**src/omhi_pkg.sv**
```systemverilog
// constants, register map and types for the display host controller
// assumes a 25 MHz system clock and an APB register port
//
// Operation
// - D/C low means command, high data
// - 6800 R/W high reads, low writes
// - 6800 device acts on E falling edge
// - 8080 write strobe low accepts bus byte
// - 8080 device drives bus only during /RD
// - module held in reset while reset low
// - device responds only while chip select low
// - two straps select one of four buses
// - 3-wire serial keeps D/C pin low
// - parallel data uses eight bidirectional lines
// - serial: host clocks data on one input
package omhi_pkg;

  // clock and pin timing, figures in ns
  localparam int CLK_NS    = 40;
  localparam int SETUP_NS  = 40;   // select and data before strobe
  localparam int STROBE_NS = 120;  // strobe active width
  localparam int HOLD_NS   = 40;   // hold after strobe release
  localparam int HALF_NS   = 80;   // serial clock half period
  // least times round up to whole cycles, never below one
  localparam logic [3:0] SETUP_CYC  = 4'((SETUP_NS + CLK_NS - 1) / CLK_NS);
  localparam logic [3:0] STROBE_CYC = 4'((STROBE_NS + CLK_NS - 1) / CLK_NS);
  localparam logic [3:0] HOLD_CYC   = 4'((HOLD_NS + CLK_NS - 1) / CLK_NS);
  localparam logic [3:0] HALF_CYC   = 4'((HALF_NS + CLK_NS - 1) / CLK_NS);

  // bus select strap codes {hi, lo}
  localparam logic [1:0] MODE_6800 = 2'h3;
  localparam logic [1:0] MODE_8080 = 2'h2;
  localparam logic [1:0] MODE_SPI3 = 2'h1;
  localparam logic [1:0] MODE_SPI4 = 2'h0;

  // register byte addresses
  localparam logic [11:0] ADDR_CTRL = 12'h000;
  localparam logic [11:0] ADDR_CMD  = 12'h004;
  localparam logic [11:0] ADDR_STAT = 12'h008;

  // field positions
  localparam int CTRL_MODE_LSB = 0;   // [1:0] bus mode
  localparam int CTRL_RUN_BIT  = 2;   // 1 releases module reset
  localparam int CMD_DC_BIT    = 8;   // 1 = display data
  localparam int CMD_RD_BIT    = 9;   // 1 = parallel read
  localparam int STAT_BUSY_BIT = 0;
  localparam int STAT_RD_LSB   = 8;   // [15:8] last read byte
  localparam int STAT_CNT_LSB  = 16;  // [31:16] finished transfers

  // values after reset
  localparam logic [1:0] CTRL_MODE_RST = MODE_SPI4;
  localparam logic       CTRL_RUN_RST  = 1'b0;

  // serial frame lengths
  localparam logic [3:0] BITS_SPI3 = 4'h9;
  localparam logic [3:0] BITS_SPI4 = 4'h8;

  typedef enum logic [2:0] {
    ST_IDLE, ST_SETUP, ST_STROBE, ST_HOLD, ST_SLOW, ST_SHIGH
  } omhi_state_type;

  // transfer pins the controller drives toward the display; module reset and straps are separate
  typedef struct packed {
    logic       csN;
    logic       dcSel;
    logic       rwWrN;     // 6800 R/W, 8080 write strobe
    logic       enRdN;     // 6800 E, 8080 read strobe
    logic [7:0] dataOut;
    logic       dataOe;
    logic       serialClk;
    logic       serialDataIn;
  } omhi_pins_type;

  localparam omhi_pins_type PINS_IDLE = '{
    csN: 1'b1, dcSel: 1'b0, rwWrN: 1'b1, enRdN: 1'b0,
    dataOut: 8'h00, dataOe: 1'b0, serialClk: 1'b0, serialDataIn: 1'b0};

endpackage : omhi_pkg

```
**src/omhi_host.sv**
```systemverilog
// host controller that drives the display module's bus pins
// assumes APB on clk; pins face the module, data input is asynchronous
`timescale 1ns/1ns
`default_nettype none

module omhi_host
  import omhi_pkg::*;
(
  // clock and reset
  input  wire logic        clk,
  input  wire logic        arst_n,
  // apb slave
  input  wire logic        psel,
  input  wire logic        penable,
  input  wire logic        pwrite,
  input  wire logic [11:0] paddr,
  input  wire logic [31:0] pwdata,
  output var  logic [31:0] prdata,
  output var  logic        pready,
  output var  logic        pslverr,
  // module control pins
  output var  logic        moduleResetN,
  output var  logic        busSelectHi,
  output var  logic        busSelectLo,
  output var  logic        chipSelectN,
  output var  logic        dcSelect,
  output var  logic        rwWriteN,
  output var  logic        enableReadN,
  // parallel data bus, split into three signals
  input  wire logic [7:0]  parallelDataIn,
  output var  logic [7:0]  parallelDataOut,
  output var  logic        parallelDataOe,
  // serial pins
  output var  logic        serialClk,
  output var  logic        serialDataIn
);

  //////////////////////////////////////////////////////////////////////////
  // state
  omhi_state_type state_q, state_d;
  omhi_pins_type  pins_q, pins_d;
  logic [1:0]     mode_q, mode_d;
  logic           run_q, run_d;
  logic [3:0]     cnt_q, cnt_d;
  logic [3:0]     bits_q, bits_d;
  logic [8:0]     shift_q, shift_d;
  logic           isRead_q, isRead_d;
  logic [7:0]     rdData_q, rdData_d;
  logic [15:0]    xferCnt_q, xferCnt_d;
  logic [31:0]    prdata_q, prdata_d;
  logic [7:0]     rdSync1_q, rdSync2_q;

  logic           busy;
  logic           wrAccess;
  logic           startCmd;

  function automatic logic isSerial(input logic [1:0] m);
    isSerial = (m == MODE_SPI3) || (m == MODE_SPI4);
  endfunction : isSerial

  function automatic logic mapped(input logic [11:0] a);
    mapped = (a == ADDR_CTRL) || (a == ADDR_CMD) || (a == ADDR_STAT);
  endfunction : mapped

  assign busy     = (state_q != ST_IDLE);
  assign wrAccess = psel && penable && pwrite && mapped(paddr);
  assign startCmd = wrAccess && (paddr == ADDR_CMD) && !busy && run_q;

  //////////////////////////////////////////////////////////////////////////
  // apb: zero wait states, read data caught in the setup cycle
  assign pready  = 1'b1;
  assign pslverr = psel && penable && !mapped(paddr);
  assign prdata  = prdata_q;

  always_comb
  begin
    prdata_d = prdata_q;
    if (psel && !penable)
    begin
      unique case (paddr)
        ADDR_CTRL: prdata_d = {29'h0000000, run_q, mode_q};
        ADDR_STAT: prdata_d = {xferCnt_q, rdData_q, 7'h00, busy};
        default:   prdata_d = 32'h00000000;
      endcase
    end
  end

  //////////////////////////////////////////////////////////////////////////
  // control register; mode is frozen while a transfer runs, since the
  // straps must not move under a frame
  always_comb
  begin
    mode_d = mode_q;
    run_d  = run_q;
    if (wrAccess && paddr == ADDR_CTRL)
    begin
      run_d = pwdata[CTRL_RUN_BIT];
      if (!busy)
        mode_d = pwdata[CTRL_MODE_LSB +: 2];
    end
  end

  //////////////////////////////////////////////////////////////////////////
  // transfer sequencer
  always_comb
  begin
    state_d   = state_q;
    pins_d    = pins_q;
    cnt_d     = cnt_q;
    bits_d    = bits_q;
    shift_d   = shift_q;
    isRead_d  = isRead_q;
    rdData_d  = rdData_q;
    xferCnt_d = xferCnt_q;
    if (cnt_q != 4'h0)
      cnt_d = cnt_q - 4'h1;
    case (state_q)
      ST_IDLE:
      begin
        pins_d = PINS_IDLE;
        pins_d.rwWrN = 1'b1;
        if (startCmd)
        begin
          pins_d.csN = 1'b0;
          pins_d.dcSel = pwdata[CMD_DC_BIT];
          if (isSerial(mode_q))
          begin
            isRead_d = 1'b0;                          // no serial read path
            if (mode_q == MODE_SPI3)
            begin
              pins_d.dcSel = 1'b0;
              shift_d = {pwdata[CMD_DC_BIT], pwdata[7:0]};
              bits_d  = BITS_SPI3;
            end
            else
            begin
              shift_d = {pwdata[7:0], 1'b0};
              bits_d  = BITS_SPI4;
            end
            pins_d.serialDataIn = (mode_q == MODE_SPI3) ?
              pwdata[CMD_DC_BIT] : pwdata[7];
            cnt_d   = HALF_CYC - 4'h1;
            state_d = ST_SLOW;
          end
          else
          begin
            isRead_d = pwdata[CMD_RD_BIT];
            if (mode_q == MODE_6800)
              pins_d.rwWrN = pwdata[CMD_RD_BIT];
            else
              pins_d.enRdN = 1'b1;  // read strobe off while selected
            pins_d.dataOut = pwdata[7:0];
            pins_d.dataOe  = !pwdata[CMD_RD_BIT];
            cnt_d   = SETUP_CYC - 4'h1;
            state_d = ST_SETUP;
          end
        end
      end
      ST_SETUP:
        if (cnt_q == 4'h0)
        begin
          if (mode_q == MODE_6800)
            pins_d.enRdN = 1'b1;                      // E rises
          else if (isRead_q)
            pins_d.enRdN = 1'b0;
          else
            pins_d.rwWrN = 1'b0;
          cnt_d   = STROBE_CYC - 4'h1;
          state_d = ST_STROBE;
        end
      ST_STROBE:
        if (cnt_q == 4'h0)
        begin
          // the synchroniser adds two cycles, so sample at strobe end
          if (isRead_q)
            rdData_d = rdSync2_q;
          pins_d.enRdN = (mode_q == MODE_6800) ? 1'b0 : 1'b1;
          if (mode_q == MODE_8080)
            pins_d.rwWrN = 1'b1;
          cnt_d   = HOLD_CYC - 4'h1;
          state_d = ST_HOLD;
        end
      ST_SLOW:
        if (cnt_q == 4'h0)
        begin
          pins_d.serialClk = 1'b1;
          cnt_d   = HALF_CYC - 4'h1;
          state_d = ST_SHIGH;
        end
      ST_SHIGH:
        if (cnt_q == 4'h0)
        begin
          pins_d.serialClk = 1'b0;
          bits_d = bits_q - 4'h1;
          cnt_d  = HALF_CYC - 4'h1;
          if (bits_q == 4'h1)
            state_d = ST_HOLD;
          else
          begin
            shift_d = {shift_q[7:0], 1'b0};
            pins_d.serialDataIn = (mode_q == MODE_SPI3) ?
              shift_q[7] : shift_q[7];
            state_d = ST_SLOW;
          end
        end
      ST_HOLD:
        if (cnt_q == 4'h0)
        begin
          pins_d    = PINS_IDLE;
          xferCnt_d = xferCnt_q + 16'h0001;
          state_d   = ST_IDLE;
        end
      default:
      begin
        pins_d  = PINS_IDLE;
        state_d = ST_IDLE;
      end
    endcase
    // losing the reset release aborts any frame in flight
    if (!run_q)
    begin
      pins_d  = PINS_IDLE;
      state_d = ST_IDLE;
    end
  end

  //////////////////////////////////////////////////////////////////////////
  // registers
  always_ff @(posedge clk or negedge arst_n)
  begin
    if (!arst_n)
    begin
      state_q   <= ST_IDLE;
      pins_q    <= PINS_IDLE;
      mode_q    <= CTRL_MODE_RST;
      run_q     <= CTRL_RUN_RST;
      cnt_q     <= 4'h0;
      bits_q    <= 4'h0;
      shift_q   <= 9'h000;
      isRead_q  <= 1'b0;
      rdData_q  <= 8'h00;
      xferCnt_q <= 16'h0000;
      prdata_q  <= 32'h00000000;
      rdSync1_q <= 8'h00;
      rdSync2_q <= 8'h00;
    end
    else
    begin
      state_q   <= state_d;
      pins_q    <= pins_d;
      mode_q    <= mode_d;
      run_q     <= run_d;
      cnt_q     <= cnt_d;
      bits_q    <= bits_d;
      shift_q   <= shift_d;
      isRead_q  <= isRead_d;
      rdData_q  <= rdData_d;
      xferCnt_q <= xferCnt_d;
      prdata_q  <= prdata_d;
      rdSync1_q <= parallelDataIn;   // first stage, read only below
      rdSync2_q <= rdSync1_q;
    end
  end

  //////////////////////////////////////////////////////////////////////////
  // pin drivers, all from flip-flops
  assign moduleResetN    = run_q;
  assign busSelectHi     = mode_q[1];
  assign busSelectLo     = mode_q[0];
  assign chipSelectN     = pins_q.csN;
  assign dcSelect        = pins_q.dcSel;
  assign rwWriteN        = pins_q.rwWrN;
  assign enableReadN     = pins_q.enRdN;
  assign parallelDataOut = pins_q.dataOut;
  assign parallelDataOe  = pins_q.dataOe;
  assign serialClk       = pins_q.serialClk;
  assign serialDataIn    = pins_q.serialDataIn;

  logic [3:0] risesSeen_q;
  always_ff @(posedge clk or negedge arst_n)
  begin
    if (!arst_n)
      risesSeen_q <= 4'h0;
    else if (state_q == ST_IDLE)
      risesSeen_q <= 4'h0;
    else if (pins_d.serialClk && !pins_q.serialClk)
      risesSeen_q <= risesSeen_q + 4'h1;
  end
endmodule : omhi_host

`default_nettype wire

```
**config.mk**
```make
export PLATFORM = sky130hd
export DESIGN_NAME = omhi_host
export DESIGN_NICKNAME = d
export VERILOG_FILES = /design/src/omhi_pkg.sv /design/src/omhi_host.sv
export SDC_FILE = /design/constraint.sdc
export NUM_CORES = 1
export LEC_CHECK = 0
export BUFFER_PORTS_ARGS = -buffer_cell sky130_fd_sc_hd__buf_4
export CAP_MARGIN = 20
export CELL_PAD_IN_SITES_DETAIL_PLACEMENT = 1
export CELL_PAD_IN_SITES_GLOBAL_PLACEMENT = 1
export CORE_MARGIN = 2
export CORE_UTILIZATION = 42
export CTS_BUF_LIST = sky130_fd_sc_hd__clkbuf_16
export DETAILED_ROUTE_END_ITERATION = 10
export GPL_TIMING_DRIVEN = 0
export PLACE_DENSITY = 0.87
export SETUP_SLACK_MARGIN = 0.4
export SLEW_MARGIN = 20
export SYNTH_ARGS = -nofsm -noshare
export SYNTH_HDL_FRONTEND = slang
export SYNTH_SLANG_ARGS = --single-unit
```
**constraint.sdc**
```tcl
create_clock -name clk -period 2.4 [get_ports clk]
set_input_delay 0.48 -clock clk [delete_from_list [all_inputs] [get_ports clk]]
set_output_delay 0.48 -clock clk [all_outputs]
set_load 0.005 [all_outputs]
```
==> results.cfg <==
[synthesis]
postSynth.asyncResetShare = 1.000
ys_seq_area_frac = 0.5641
yosys.cell_count.top_type = dfrtp_1
ys_types = 51
yosysWarningCount = 0
yosys-top-cells-area = dfrtp_1, a22o_1, mux2_2, nand2_1, o21ai_0
syn_inst = 410
yosysTopAreaCell = dfrtp_1
synth_top_area_share = 0.5529
synth_common_cells = dfrtp_1, a22o_1, nand2_1, o21ai_0, mux2_2
synthFlopType = dfrtp_1
synth-seq-cells = 105
avgSynthCellArea_um2 = 11.37
synth_area_mm2 = 0.004662
synth-edff-count = 0

[global_routing]
grt_max_degree = 106
grt_usage = 0.2406
grt_pass1_wl_um = 21670
antenna_found_initial = 0
grt_pass1_vias = 4097
grt_overflow = 0

[critical_path]
startpoint_type = register
path_class = reg -> reg
r2r_start = state_q[1]
critPathRequiredTime_ns = 2.64
cpMaxStageDelayCell = or3_4
crit_chain = buf_6 > or3_4 > nor4b_4 > nand4_4 > a21oi_4 > buf_12 > mux2_4
worstPathBufferInverterCount = 2
worst_ep_arrival_time_ns = 2.49
worstRegToRegCells = 7
timing.critical_path.max_delay_family = simple AND/OR/NAND/NOR gates
reg2reg_slack_ns = 0.15
r2r-end = shift_q[2]
cp_max_fo = 8
critPathCaptureType = register
max_stage_delay_ns = 0.41

[layout]
syn2layout_area_growth_pct = 38.19
nets = 611
nFillCells = 1152
n_antenna_cell = 0
stdcell_count = 693
drive_gt1_frac = 0.3942

[detailed_routing]
drtPass1Iterations = 5
route.vias.total = 3985
finalWirelength_um = 15840
via_per_inst = 5.750
drt-initial-drc-count = 223
avgRoutedWirePerCell_um = 22.86
drtAntennaViolNets = 0
drc = 0

[placement]
post-dp-hpwl_um = 8718
routabilityCongestion = 0.8951
port_buffers = 80
place_inst = 634

[floorplan]
initial_core_util = 0.4301
fp.dieH_um = 109.4
core_mm2 = 0.01084
fp.dieW_um = 109.4
rows = 38
dieArea_mm2 = 0.01196
ioPinCount = 109

[sta]
maxSlewHeadroom = 0.3661
whs_ns = 0.2227
fmax_mhz = 444.5
period_needed_ns = 2.250
worst_pin_slew_ns = 0.9509
skew_ns = 0.008490
period_share = 0.9374
fin_tns_setup_ns = 0
slew_violations = 0
rsz0062_at_grt = yes
finalHoldViolCount = 0
setup_viol = 0

[status]
status = completed

[clocking]
cts_tree = done
cts-buffers-inserted = 9
cts.htree.levels = 3
clockBufferDepth = 2
clkLatencyLatePin_ns = 0.36
cts.clk_slew.worst_paths_ns = 0.07
clock-root-buffer = clkbuf_16
clock_sinks = 105

[pwr]
vdd_ir_drop_max_mv = 0.3194
finalPower_mw = 3.358
p_leak_nw = 3.132
powerDensity_mw_per_mm2 = 521.2

[job]
maxCapViolations = 0

[hold_path]
hold_class = in -> async
[routing by layer]
layer	vias to the layer above	GRT usage	wire length [µm]
met5	-	0	0
met1	2049	0.3058	6167
li1	1737	-	-
met2	157	0.4070	8316
met3	42	0.03616	841
met4	0	0.1076	517
[cell usage in the layout (no fill, tap or decap), types with 6 or more instances in the layout]
| cell type | synthesis | final |
|---|---|---|
| buf_4 | 6 | 118 |
| dfrtp_1 | 103 | 102 |
| a22o_1 | 32 | 32 |
| nand2_1 | 29 | 27 |
| nor2_1 | 17 | 17 |
| o21ai_0 | 21 | 16 |
| nand3_1 | 17 | 16 |
| buf_6 | 1 | 12 |
| a21oi_1 | 15 | 12 |
| mux2_2 | 20 | 12 |
| inv_1 | 11 | 11 |
| xnor2_1 | 11 | 11 |
| mux2i_1 | 9 | 9 |
| clkbuf_16 | 0 | 9 |
| clkbuf_1 | 18 | 8 |
| mux2_4 | 0 | 8 |
| o211ai_1 | 6 | 6 |
| and3_1 | 8 | 6 |
| xor2_1 | 6 | 6 |
| conb_1 | 2 | 6 |
[final cells by class]
cell class,instances,area [µm²],share of cell area
sequential,105,2631,0.4084
multi-input combinational,268,2147,0.3333
timing repair buffer,123,977.2,0.1517
clock buffer,9,225.2,0.03496
buffer,28,176.4,0.02738
tap,140,175.2,0.02719
inverter,13,57.56,0.008934
clock inverter,7,52.55,0.008157
[how the worst max path moves through the flow]
stage               cells past startpoint         end        from  slack [ns]
finish                                  7  shift_q[2]  state_q[1]        0.15
global route                            7  shift_q[2]  state_q[1]        0.10
CTS                                     7  shift_q[2]  state_q[2]        0.22
detailed placement                      6  prdata[21]    paddr[9]       -0.45
global placement                        6    cnt_q[0]  state_q[2]       -0.29
floorplan                               6  shift_q[1]  state_q[1]        0.20
[sequential cells by signal, summed over array words and instances, names as in the netlist, 2 cells and up]
signal           flops
prdata              27
xferCnt_q           16
parallelDataOut      8
rdData_q             8
rdSync1_q            8
rdSync2_q            8
shift_q              8
bits_q               4
cnt_q                4
state_q              3
mode_q               2
[metrics by stage]
step	utilization	instance area, µm²	worst slack (ns)
floorplan	-	4701	0.2031
global placement	0.5052	5477	-0.2892
detailed placement	0.5055	5480	-0.4453
CTS	0.5671	6147	0.2199
global route	0.5943	6442	0.1040
finish	0.5943	6442	0.1502
[report_power, final]
| part | leakage [nW] | switching, mW | internal [mW] |
|---|---|---|---|
| registers | 1.36 | 0.00652 | 1.78 |
| clock network | 0.137 | 0.703 | 0.706 |
| logic | 1.63 | 0.0954 | 0.0634 |
[repair_timing]
item	4_1_cts	5_1_grt
endpoints found under the setup margin	79	42
buffers inserted	22	21
hold buffers	0	0
gates resized for setup	49	46
pin swaps	16	22
[kinds of logic after synthesis]
family | count (synthesis) | synth area share
and+or+nand+nor | 121 | 0.1441
DFF | 105 | 0.5641
AOI/OAI and AO/OA | 89 | 0.1345
buffers and inverters | 41 | 0.03999
muxes | 29 | 0.06763
xor gates and xnor gates | 17 | 0.03194
adders and majority gates | 6 | 0.01610
other | 2 | 0.001611
No activity file was read; power rests on OpenSTA's default activity.
